**src/verilog/xirq_params.svh**
```systemverilog
`ifndef XIRQ_PARAMS_SVH
`define XIRQ_PARAMS_SVH
// special function addresses
`define XIRQ_CTRL_ADDR      8'hC0
`define XIRQ_PORT_ADDR      8'hD8
// control register field positions
`define XIRQ_IT2_BIT        3'h0
`define XIRQ_IE2_BIT        3'h1
`define XIRQ_EX2_BIT        3'h2
`define XIRQ_PX2_BIT        3'h3
`define XIRQ_IT3_BIT        3'h4
`define XIRQ_IE3_BIT        3'h5
`define XIRQ_EX3_BIT        3'h6
`define XIRQ_PX3_BIT        3'h7
// standard register field positions
`define XIRQ_TIMER_CTRL_REG_IT0_BIT   3'h0
`define XIRQ_TIMER_CTRL_REG_IT1_BIT   3'h2
// reset values
`define XIRQ_CTRL_RESET     8'h00
`define XIRQ_PORT_RESET     4'hF
// vector addresses in polling order
`define XIRQ_VEC_EXT0       8'h03
`define XIRQ_VEC_TMR0       8'h0B
`define XIRQ_VEC_EXT1       8'h13
`define XIRQ_VEC_TMR1       8'h1B
`define XIRQ_VEC_SER        8'h23
`define XIRQ_VEC_TMR2       8'h2B
`define XIRQ_VEC_EXT2       8'h33
`define XIRQ_VEC_EXT3       8'h3B
`endif

```
**src/verilog/xirq_pkg.sv**
```systemverilog
package xirq_pkg;
  // one special function register access from the core
  typedef struct packed {
    logic       wr;     // byte write
    logic       bit_wr; // bit set or clear
    logic [7:0] addr;   // byte or bit address
    logic [7:0] wdata;
    logic       bit_val;
  } sfr_req_t;
  // answer to the core: chosen vector
  typedef struct packed {
    logic       req;
    logic [2:0] src;
    logic [7:0] addr;
    logic       high;
  } vec_t;
  typedef enum logic [2:0] {
    ST_IDLE = 3'b001,
    ST_LOW  = 3'b010,
    ST_HIGH = 3'b100
  } svc_state_t;
endpackage

```
**src/verilog/xirq_nibble_ctrl.sv**
```systemverilog
`timescale 1ns/100ps
`include "xirq_params.svh"
//Function
//- control register at C0, bit writable
//- source 2 enable at bit address C2
//- priority bit selects high or low level
//- extra sources request only when enabled
//- trigger bit: falling edge else low level
//- edge flag set on edge, cleared on vector
//- source 2 at 33, source 3 at 3B
//- fixed polling order within a level
//- standard enables are enable bits 0..5
//- timer control bits 0,2 select edge
//- nibble port at D8, bit addressable
//- only low four port bits implemented
//- port bits 2,3 feed extra interrupts
//- port pins bidirectional with pull-ups
//- reset: port ones, control zero
module xirq_nibble_ctrl (
  input  wire logic              i_clock,
  input  wire logic              i_resetn,
  input  wire xirq_pkg::sfr_req_t i_sfr,
  input  wire logic              i_rd,
  input  wire logic [7:0]        i_irq_enable_reg,
  input  wire logic [7:0]        i_ip_reg,
  input  wire logic [7:0]        i_timer_ctrl_reg,
  input  wire logic [5:0]        i_std_pending,
  input  wire logic              i_vector_ack,
  input  wire logic              i_reti,
  input  wire logic [3:0]        i_nibble_port_in,
  output logic [7:0]             o_rdata,
  output logic                   o_rvalid,
  output xirq_pkg::vec_t         o_vec,
  output logic [3:0]             o_nibble_port_out,
  output logic [3:0]             o_nibble_port_oe,
  output logic                   o_std_edge0_clr,
  output logic                   o_std_edge1_clr
);
  // pin synchroniser
  logic [3:0] pin_s1_ff, pin_s2_ff, pin_prev_ff;
  logic [7:0] ctrl_ff, nxt_ctrl;
  logic [3:0] port_ff, nxt_port;
  xirq_pkg::svc_state_t state_ff, nxt_state;
  logic       in_high_ff, nxt_in_high;
  xirq_pkg::vec_t vec_ff, nxt_vec;
  logic [7:0] rdata_ff;
  logic       rvalid_ff;
  logic [3:0] oe_ff;

  // decode helper: bit address belongs to byte register
  function automatic logic bit_hit(input logic [7:0] a,
                                   input logic [7:0] base);
    return a[7:3] == base[7:3];
  endfunction

  function automatic logic [7:0] vec_addr(input logic [2:0] s);
    case (s)
      3'h0:    return `XIRQ_VEC_EXT0;
      3'h1:    return `XIRQ_VEC_TMR0;
      3'h2:    return `XIRQ_VEC_EXT1;
      3'h3:    return `XIRQ_VEC_TMR1;
      3'h4:    return `XIRQ_VEC_SER;
      3'h5:    return `XIRQ_VEC_TMR2;
      3'h6:    return `XIRQ_VEC_EXT2;
      default: return `XIRQ_VEC_EXT3;
    endcase
  endfunction

  // poll position compare, shared by the ack and clear decodes
  function automatic logic src_is(input logic [2:0] s,
                                  input logic [2:0] k);
    return s == k;
  endfunction

  // lowest set index wins: position 0 first
  function automatic logic [3:0] pick(input logic [7:0] m);
    logic [3:0] r;
    r = 4'h8;
    for (int i = 7; i >= 0; i--) begin
      if (m[i]) r = 4'(i);
    end
    return r;
  endfunction

  // access decode
  wire ctrl_byte_wr = i_sfr.wr && i_sfr.addr == `XIRQ_CTRL_ADDR;
  wire port_byte_wr = i_sfr.wr && i_sfr.addr == `XIRQ_PORT_ADDR;
  wire ctrl_bit_wr  = i_sfr.bit_wr
                      && bit_hit(i_sfr.addr, `XIRQ_CTRL_ADDR);
  wire port_bit_wr  = i_sfr.bit_wr
                      && bit_hit(i_sfr.addr, `XIRQ_PORT_ADDR);
  wire [2:0] bit_idx = i_sfr.addr[2:0];

  // edge and level sources from port bits 2 and 3
  wire pin2 = pin_s2_ff[2];
  wire pin3 = pin_s2_ff[3];
  wire fall2 = pin_prev_ff[2] & ~pin2;
  wire fall3 = pin_prev_ff[3] & ~pin3;
  wire it2 = ctrl_ff[`XIRQ_IT2_BIT];
  wire it3 = ctrl_ff[`XIRQ_IT3_BIT];
  wire ack_now = i_vector_ack && vec_ff.req;
  // an ack only counts while a vector is shown; a stray pulse
  // with no request standing must not clear any flag
  wire ack2 = ack_now && src_is(vec_ff.src, 3'h6);
  wire ack3 = ack_now && src_is(vec_ff.src, 3'h7);

  // control register next value; hardware set beats clear
  // an edge landing in the same cycle as its own ack or a
  // software clear is kept, so no falling edge is ever lost
  // in level mode the flag mirrors the pin and writes are lost
  always_comb begin
    nxt_ctrl = ctrl_ff;
    if (ctrl_byte_wr) nxt_ctrl = i_sfr.wdata;
    if (ctrl_bit_wr) nxt_ctrl[bit_idx] = i_sfr.bit_val;
    if (it2) begin
      if (ack2) nxt_ctrl[`XIRQ_IE2_BIT] = 1'b0;
      if (fall2) nxt_ctrl[`XIRQ_IE2_BIT] = 1'b1;
    end else begin
      nxt_ctrl[`XIRQ_IE2_BIT] = ~pin2;
    end
    if (it3) begin
      if (ack3) nxt_ctrl[`XIRQ_IE3_BIT] = 1'b0;
      if (fall3) nxt_ctrl[`XIRQ_IE3_BIT] = 1'b1;
    end else begin
      nxt_ctrl[`XIRQ_IE3_BIT] = ~pin3;
    end
  end

  // port latch; upper bits are not stored
  // bit writes to positions 4..7 are dropped on purpose, since
  // there are no pins behind them
  always_comb begin
    nxt_port = port_ff;
    if (port_byte_wr) nxt_port = i_sfr.wdata[3:0];
    if (port_bit_wr && !bit_idx[2]) begin
      nxt_port[bit_idx[1:0]] = i_sfr.bit_val;
    end
  end

  // request mask and level split
  wire [7:0] enable_all = {ctrl_ff[`XIRQ_EX3_BIT],
                           ctrl_ff[`XIRQ_EX2_BIT],
                           i_irq_enable_reg[5:0]};
  wire [7:0] pending_all = {ctrl_ff[`XIRQ_IE3_BIT],
                            ctrl_ff[`XIRQ_IE2_BIT], i_std_pending};
  wire [7:0] prio_all = {ctrl_ff[`XIRQ_PX3_BIT],
                         ctrl_ff[`XIRQ_PX2_BIT],
                         i_ip_reg[5:0]};
  // global enable gates every source at once
  wire       global_en = i_irq_enable_reg[7];
  wire [7:0] active = enable_all & pending_all & {8{global_en}};
  wire [3:0] hi_pick = pick(active & prio_all);
  wire [3:0] lo_pick = pick(active & ~prio_all);
  wire       in_svc = state_ff != xirq_pkg::ST_IDLE;
  wire       hi_ok = !hi_pick[3] && state_ff != xirq_pkg::ST_HIGH;
  wire       lo_ok = !lo_pick[3] && state_ff == xirq_pkg::ST_IDLE;

  // vector selection; high level always polled first
  // a shown vector is not replaced by a better one before the
  // ack; the core must ack or the request must fall away first
  // no new vector in the cycle of an ack, so the old source's
  // flag has cleared before it can be polled again
  always_comb begin
    nxt_vec = vec_ff;
    if (ack_now || !vec_ff.req) begin
      nxt_vec.req  = 1'b0;
      if (hi_ok && !ack_now) begin
        nxt_vec.req  = 1'b1;
        nxt_vec.src  = hi_pick[2:0];
        nxt_vec.high = 1'b1;
      end else if (lo_ok && !ack_now) begin
        nxt_vec.req  = 1'b1;
        nxt_vec.src  = lo_pick[2:0];
        nxt_vec.high = 1'b0;
      end
      nxt_vec.addr = vec_addr(nxt_vec.src);
    end else if (!(hi_ok || lo_ok)) begin
      nxt_vec.req = 1'b0; // request withdrawn before ack
    end
  end

  // service level tracker; one level of nesting
  // in_high_ff records a high routine that interrupted a low
  // one, so its return goes back to the low level, not idle
  always_comb begin
    nxt_state   = state_ff;
    nxt_in_high = in_high_ff;
    case (state_ff)
      xirq_pkg::ST_IDLE: begin
        if (ack_now) begin
          nxt_state = vec_ff.high ? xirq_pkg::ST_HIGH : xirq_pkg::ST_LOW;
          nxt_in_high = 1'b0;
        end
      end
      xirq_pkg::ST_LOW: begin
        if (ack_now && vec_ff.high) begin
          nxt_state = xirq_pkg::ST_HIGH;
          nxt_in_high = 1'b1;
        end else if (i_reti) nxt_state = xirq_pkg::ST_IDLE;
      end
      xirq_pkg::ST_HIGH: begin
        if (i_reti) begin
          nxt_state = in_high_ff ? xirq_pkg::ST_LOW : xirq_pkg::ST_IDLE;
          nxt_in_high = 1'b0;
        end
      end
      default: nxt_state = xirq_pkg::ST_IDLE;
    endcase
  end

  // read mux: port reads pins, upper bits read ones
  // pins are read after the synchroniser, so a read shows the
  // level of two cycles back; cheap, and never metastable
  wire rd_ctrl = i_rd && i_sfr.addr == `XIRQ_CTRL_ADDR;
  wire rd_port = i_rd && i_sfr.addr == `XIRQ_PORT_ADDR;
  wire [7:0] nxt_rdata = rd_ctrl ? ctrl_ff
                       : rd_port ? {4'hF, pin_s2_ff} : 8'h00;

  // pull-up style drive: only a zero is driven hard
  wire [3:0] nxt_oe = ~nxt_port;

  // standard external flags clear only in edge mode; a level
  // source keeps its flag until the pin itself goes high
  wire edge0_mode = i_timer_ctrl_reg[`XIRQ_TIMER_CTRL_REG_IT0_BIT];
  wire edge1_mode = i_timer_ctrl_reg[`XIRQ_TIMER_CTRL_REG_IT1_BIT];
  wire nxt_edge0_clr = ack_now && src_is(vec_ff.src, 3'h0) && edge0_mode;
  wire nxt_edge1_clr = ack_now && src_is(vec_ff.src, 3'h2) && edge1_mode;

  // synchroniser and edge history
  // reset to ones, the idle level of a pulled-up pin, so that
  // no false falling edge shows just after reset
  always_ff @(posedge i_clock or negedge i_resetn) begin
    if (!i_resetn) begin
      pin_s1_ff   <= 4'hF;
      pin_s2_ff   <= 4'hF;
      pin_prev_ff <= 4'hF;
    end else begin
      pin_s1_ff   <= i_nibble_port_in;
      pin_s2_ff   <= pin_s1_ff;
      pin_prev_ff <= pin_s2_ff;
    end
  end

  // register state
  // enable follows the next latch value, so latch and drive
  // change on the same edge and no glitch reaches the pin
  always_ff @(posedge i_clock or negedge i_resetn) begin
    if (!i_resetn) begin
      ctrl_ff    <= `XIRQ_CTRL_RESET;
      port_ff    <= `XIRQ_PORT_RESET;
      oe_ff      <= 4'h0;
      state_ff   <= xirq_pkg::ST_IDLE;
      in_high_ff <= 1'b0;
    end else begin
      ctrl_ff    <= nxt_ctrl;
      port_ff    <= nxt_port;
      oe_ff      <= nxt_oe;
      state_ff   <= nxt_state;
      in_high_ff <= nxt_in_high;
    end
  end

  // outputs to the core
  // all registered, so the core sees no decode glitches; the
  // price is one cycle of latency on reads and vectors
  always_ff @(posedge i_clock or negedge i_resetn) begin
    if (!i_resetn) begin
      vec_ff          <= '0;
      rdata_ff        <= 8'h00;
      rvalid_ff       <= 1'b0;
      o_std_edge0_clr <= 1'b0;
      o_std_edge1_clr <= 1'b0;
    end else begin
      vec_ff          <= nxt_vec;
      rdata_ff        <= nxt_rdata;
      rvalid_ff       <= rd_ctrl | rd_port;
      o_std_edge0_clr <= nxt_edge0_clr;
      o_std_edge1_clr <= nxt_edge1_clr;
    end
  end

  assign o_vec             = vec_ff;
  assign o_rdata           = rdata_ff;
  assign o_rvalid          = rvalid_ff;
  assign o_nibble_port_out = port_ff;
  assign o_nibble_port_oe  = oe_ff;
  wire unused_ok = in_svc;
endmodule

```
**config.mk**
```make
export PLATFORM = sky130hd
export DESIGN_NAME = xirq_nibble_ctrl
export DESIGN_NICKNAME = d
export VERILOG_FILES = /design/src/verilog/xirq_pkg.sv /design/src/verilog/xirq_nibble_ctrl.sv
export VERILOG_INCLUDE_DIRS = /design/src /design/src/verilog
export SDC_FILE = /design/constraint.sdc
export NUM_CORES = 1
export LEC_CHECK = 0
export BUFFER_PORTS_ARGS = -buffer_cell sky130_fd_sc_hd__buf_2
export CORE_ASPECT_RATIO = 1.75
export CORE_MARGIN = 5
export CORE_UTILIZATION = 50
export CTS_CLUSTER_DIAMETER = 50
export CTS_CLUSTER_SIZE = 24
export DETAILED_ROUTE_END_ITERATION = 10
export PLACE_DENSITY = 0.8
export SYNTH_ARGS = -nofsm -noshare
export SYNTH_HDL_FRONTEND = slang
export SYNTH_SLANG_ARGS = --single-unit
```
**constraint.sdc**
```tcl
create_clock -name i_clock -period 5.91 [get_ports i_clock]
set_input_delay 0.8865 -clock i_clock [delete_from_list [all_inputs] [get_ports i_clock]]
set_output_delay 0.8865 -clock i_clock [all_outputs]
set_load 0.01 [all_outputs]
```
After elaboration in Yosys (flattened, before gate mapping)
Cells that the tools add are included.
{"block": "totals", "regBits": 56, "out_inout_bits": 32, "word_cells": 141}
{"block": "op_classes", "magnitude_cmp": 4, "eq_ne": 22, "muxes": 53, "bitwise": 11, "n_reduce_logical": 35}
{"operator": "2-to-1 mux 4 bit", "n": 21}
{"operator": "case mux 6 bit (7 select lines)", "n": 1}
{"operator": "AND 8 bit", "n": 4}
{"operator": "2-to-1 mux 8 bit", "n": 4}
{"operator": "logical AND 1 bit", "n": 21}
{"operator": "== test 3 bit (second input constant)", "n": 6}
{"operator": "== test 8 bit (second input constant)", "n": 2}
{"operator": "2-to-1 mux 1 bit", "n": 15}
{"operator": "2-to-1 mux 3 bit", "n": 5}
{"operator": "== test 3 x 2 -> 1 bit (second input constant)", "n": 4}
{"operator": "== test 5 bit (second input constant)", "n": 2}
{"operator": "case mux 3 bit (3 select lines)", "n": 1}
{"operator": "bitwise mux 8 bit", "n": 1}
{"operator": "!= test 2 bit (second input constant)", "n": 4}
{"operator": "NOT 8 bit", "n": 1}
{"operator": "== test 3 x 1 -> 1 bit (second input constant)", "n": 2}
{"operator": "logical NOT 3 bit", "n": 2}
{"operator": "!= test 3 bit (second input constant)", "n": 2}
{"operator": "logical NOT 1 bit", "n": 5}
{"operator": "bitwise mux 4 bit", "n": 1}
{"operator": "< comparator 3 x 4 -> 1 bit (second input constant)", "n": 1}
{"operator": "NOT 4 bit", "n": 1}
{"operator": "AND reduction 4 bit", "n": 1}
{"operator": "demux 1 bit (select 3 bit)", "n": 1}
{"operator": "14 further kinds", "n": 17}

Depth between registers and ports, before layout
{"block": "logic_depth", "ltp_word": 19, "ltp_mapped": 7, "ltp_nobuf": 5}

Worst setup path before layout
No wires, ideal clock.
{"block": "synth_timing", "path_type": "input-to-reg", "start": "input port i_sfr[11] (netlist bit)", "end": "register ctrl_ff[2]", "setup_ns": 0.125, "arrival_ns": 2.451, "required_time_ns": 5.785, "slack_ns": 3.334, "stages": 5, "n_path_buf": 1, "cell_sequence": "or4b_4 or3b_1 buf_6 mux2_4 mux2_2"}
{"block": "synth_between", "elab_chain_cells": 6, "word_cells_on_any_way": 10, "classes_between": "2 x order compare; 1 x eq/ne; 5 x mux; 2 x reduce/logical"}
{"item": "from (decl)", "line_no": "xirq_nibble_ctrl.sv:22", "rtl": "input wire xirq_pkg::sfr_req_t i_sfr,"}
{"item": "< comparator 3 x 4 -> 1 bit (not written as such) / greater-or-equal comparator 3 x 1 -> 1 bit (equally long branches)", "line_no": "xirq_nibble_ctrl.sv:114", "rtl": "if (ctrl_bit_wr) nxt_ctrl[bit_idx] = i_sfr.bit_val;"}
{"item": "logical AND 1 bit (not written as such)", "line_no": "xirq_nibble_ctrl.sv:114"}
{"item": "2-to-1 mux 1 bit (not written as such)", "line_no": "xirq_nibble_ctrl.sv:114"}
{"item": "demux 1 bit (select 3 bit)", "line_no": "xirq_nibble_ctrl.sv:114"}
{"item": "bitwise mux 8 bit", "line_no": "xirq_nibble_ctrl.sv:114"}
{"item": "2-to-1 mux 8 bit (*)", "line_no": "xirq_nibble_ctrl.sv:114"}
{"item": "via nxt_ctrl[2]", "line_no": "xirq_nibble_ctrl.sv:41", "rtl": "logic [7:0] ctrl_ff, nxt_ctrl;"}
{"item": "to (signal assigned)", "line_no": "xirq_nibble_ctrl.sv:249", "rtl": "ctrl_ff <= `XIRQ_CTRL_RESET;"}
{"item": "to (signal assigned)", "line_no": "xirq_nibble_ctrl.sv:255", "rtl": "ctrl_ff <= nxt_ctrl;"}
{"item": "to (decl)", "line_no": "xirq_nibble_ctrl.sv:41"}
The timed path passes the listed nets; every way through them passes the cells marked *.
A chain may end at the register's enable or synchronous reset.

Worst setup path in the final report
{"block": "layout_timing", "start": "input port i_sfr[12] (netlist bit)", "end": "register ctrl_ff[2]"}
{"block": "layout_between", "elab_chain_cells": 5, "word_cells_on_any_way": 7, "classes_between": "2 x eq/ne; 3 x mux; 2 x reduce/logical"}
{"item": "== test 8 bit (no source line)"}
{"item": "logical AND 1 bit (no source line)"}
{"item": "2-to-1 mux 8 bit", "line_no": "xirq_nibble_ctrl.sv:113", "rtl": "if (ctrl_byte_wr) nxt_ctrl = i_sfr.wdata;"}
{"item": "bitwise mux 8 bit", "line_no": "xirq_nibble_ctrl.sv:114"}
{"item": "2-to-1 mux 8 bit (*)", "line_no": "xirq_nibble_ctrl.sv:114"}
{"item": "via nxt_ctrl[2]", "line_no": "xirq_nibble_ctrl.sv:41"}
Marks and branches as above.

==> impl_metrics.py <==
metrics = {
    "layout": {
        "layout.area.seq_um2": 1240,
        "layout_common_cells": "77 x buf_2, 34 x dfrtp_1, 24 x nand2_1",
        "multiInputGateArea_um2": 1250,
        "final_common_cell": "buf_2",
        "antenna_cells": 0,
        "fin_nets": 380,
        "area_growth_pct": 19.3,
        "fill_cells": 436,
        "final_layout_size_suffix_gt1_share_pct": 36.8,
        "fin_cells": 377,
    },
    "clocking": {
        "holdBufCountCts": 0,
        "cts_sinks": 49,
        "cts_buffers": 5,
        "h-tree-depth": 2,
        "path_clk_slew_ns": 0.08,
        "root_buffer": "clkbuf_8",
        "clk_latency_ns": 0.30,
        "cts_setup_buffers": 0,
        "cts_tree": "built",
        "clockBufferDepth": 2,
        "ctsResizeCount": 0,
    },
    "sta": {
        "tightest_slew_ns": 1.04,
        "fin_worst_hold_slack_ns": 0.358,
        "clock-skew-final_ns": 0.00704,
        "rsz0062_at_grt": "no",
        "clock.fmax_mhz": 388,
        "timing.final.hold_violations": 0,
        "slew_headroom_pct": 30.8,
        "setup_viol_count_final": 0,
        "period_minus_slack_ns": 2.58,
        "drv_slew": 0,
        "fin_crit_sh_pct": 43.6,
        "fin_tns_setup_ns": 0,
    },
    "synth": {
        "ys_seq_elements": 49,
        "synth.avg_cell_area_um2": 10.3,
        "ys.warnings.count": 0,
        "synth_ff_type": "dfrtp_1",
        "synth_cell_types": 51,
        "async_flop_share_pct": 100,
        "syn_inst": 250,
        "synth-edff-count": 0,
        "syn_area_um2": 2590,
        "ys_seq_area_share_pct": 48.1,
    },
    "placement": {
        "hpwl_um": 4700,
        "dp.cells": 369,
        "gp_congestion": 0.860,
        "io_buffers": 77,
    },
    "critical_path": {
        "startpoint_type": "input pin",
        "reg2reg_to": "o_vec[5]$_DFFE_PN0P_",
        "worstPathArrival_ns": 2.76,
        "critPathKind": "input pin to register",
        "critPathCaptureType": "register",
        "reg2reg_depth": 5,
        "cp-startpoint": "i_sfr[12]",
        "endpoint": "ctrl_ff[2]$_DFF_PN0_",
        "crit_fanout": 4,
        "reg2reg_slack_ns": 3.95,
        "cp_data_required_time_ns": 6.09,
        "r2r-start": "state_ff[0]$_DFFE_PN1P_",
    },
    "die": {
        "design.portCount": 90,
        "dieArea_um2": 6770,
        "start_util_pct": 51.5,
        "die_h_um": 105,
        "core_area_um2": 5020,
        "row_count": 34,
        "die-width_um": 64.4,
    },
    "outcome": {
        "status": "finished, final reports clean",
    },
    "route": {
        "drc": 0,
        "routed_wl_um": 5980,
        "via_count": 2168,
        "drtIter0Drc": 69,
        "first_pass_iters": 4,
        "wl_per_cell_um": 15.9,
        "viasPerCell": 5.75,
        "ant_nets": 0,
    },
    "global_routing": {
        "grt_pass1_vias": 2156,
        "grt_use_total_pct": 18.2,
        "grt_pass1_wl_um": 9730,
        "grt_max_degree": 50,
        "grt_antenna_before_repair": 0,
        "grt-ovfl-total": 0,
    },
    "power": {
        "irDropWorstVdd_mv": 0.203,
        "leakage_uw": 0.00152,
        "p_per_area_nw_per_um2": 299,
    },
    "hold_path": {
        "hp-class": "register to register",
    },
    "flow_run": {
        "maxCapViolCount": 0,
    },
}
[power breakdown]
part / switching [uW] / leakage [uW] / internal (uW)
sequential: 56.3 / 0.000581 / 387
clock: 104 / 0.0000585 / 138
combinational: 124 / 0.000885 / 112
[Yosys cell counts, types with 2 or more instances]
cell type  count  area [um^2]
mux2_2        11          124
buf_4          5         37.5
o21a_1         3         22.5
mux2i_1       10          100
dfrtp_1       34          851
o22ai_1        5         31.3
nand3_1        6         30.0
o21ai_0        8         40.0
nand3b_1       2         15.0
clkbuf_1       8         30.0
nand4_1       11         68.8
o22a_1         2         17.5
a31oi_1        3         18.8
nor2_1        10         37.5
a21oi_1       13         65.1
and4_1         4         35.0
dfstp_2       15          394
nor3b_1        5         37.5
inv_1          4         15.0
or2_2          3         18.8
a22oi_1        2         15.0
nor2b_1        5         31.3
o211ai_1       2         15.0
nand2b_1       7         43.8
nor3_1         2         10.0
o21bai_1       2         15.0
a21o_1         5         37.5
and2_1         2         12.5
nand2_1       24         90.1
nand4b_1       9         78.8
a22o_1         5         43.8
and4b_1        3         30.0
and2b_2        2         17.5
[metrics by stage]
stage                     utilization, %  cell area, um^2  power, uW  worst slack [ns]
after global routing                61.4             3080        979              3.30
after global placement              59.1             2970        679              3.06
after floorplan                        -             2590        596              3.33
final                               61.4             3080        921              3.33
after CTS                           61.4             3080        926              3.34
after detailed placement            59.1             2970        684              3.03
[state kept, by name (all words and copies together) (netlist names), 2 cells and up]
name and cells:
pin_prev_ff 2, o_nibble_port_out 4, ctrl_ff 8, pin_s2_ff 4, o_nibble_port_oe 4, o_rdata 8, o_vec 8, pin_s1_ff 4
state_ff 3
[metal layers]
layer	up-vias	track usage (%)	wire [um]	share of wire, %
met1	1030	18.2	2150	36
met5	-	0	0	0
li1	1070	-	-	-
met3	11	4.51	322	5.4
met4	0	7.56	131	2.2
met2	57	34.4	3380	57
[cell families after synthesis]
group / share of synthesized area, %
AOI/OAI and AO/OA: 15.3
and+or+nand+nor: 23.6
DFF: 48.1
other: 0.145
muxes: 9.24
buffers and inverters: 3.63
[layout make-up]
cell class                      count  area share (%)
Clock buffer                        7            2.80
Sequential cell                    49            40.4
Multi-Input combinational cell    185            40.7
Tap cell                           54            2.19
Inverter                            4           0.487
Clock inverter                      1           0.974
Timing Repair Buffer               77            12.5
[worst max-delay path, cell delays in order]
cell     delay (ns)
buf_2          0.11
nor4b_1        0.55
or3b_2         0.55
nor3b_1        0.30
mux2_2         0.38
[worst min-delay path by stage]
stage	start	endpoint	slack [ns]	cells past startpoint
after floorplan	pin_s1_ff[0]$_DFF_PN1_	pin_s2_ff[0]$_DFF_PN1_	0.35	0
after global placement	pin_s1_ff[3]$_DFF_PN1_	pin_s2_ff[3]$_DFF_PN1_	0.35	0
after detailed placement	pin_s1_ff[2]$_DFF_PN1_	pin_s2_ff[2]$_DFF_PN1_	0.35	0
after CTS	pin_s1_ff[3]$_DFF_PN1_	pin_s2_ff[3]$_DFF_PN1_	0.36	0
after global routing	pin_s1_ff[3]$_DFF_PN1_	pin_s2_ff[3]$_DFF_PN1_	0.36	0
final	pin_s1_ff[3]$_DFF_PN1_	pin_s2_ff[3]$_DFF_PN1_	0.36	0
Power figures use the tool's default switching activity.
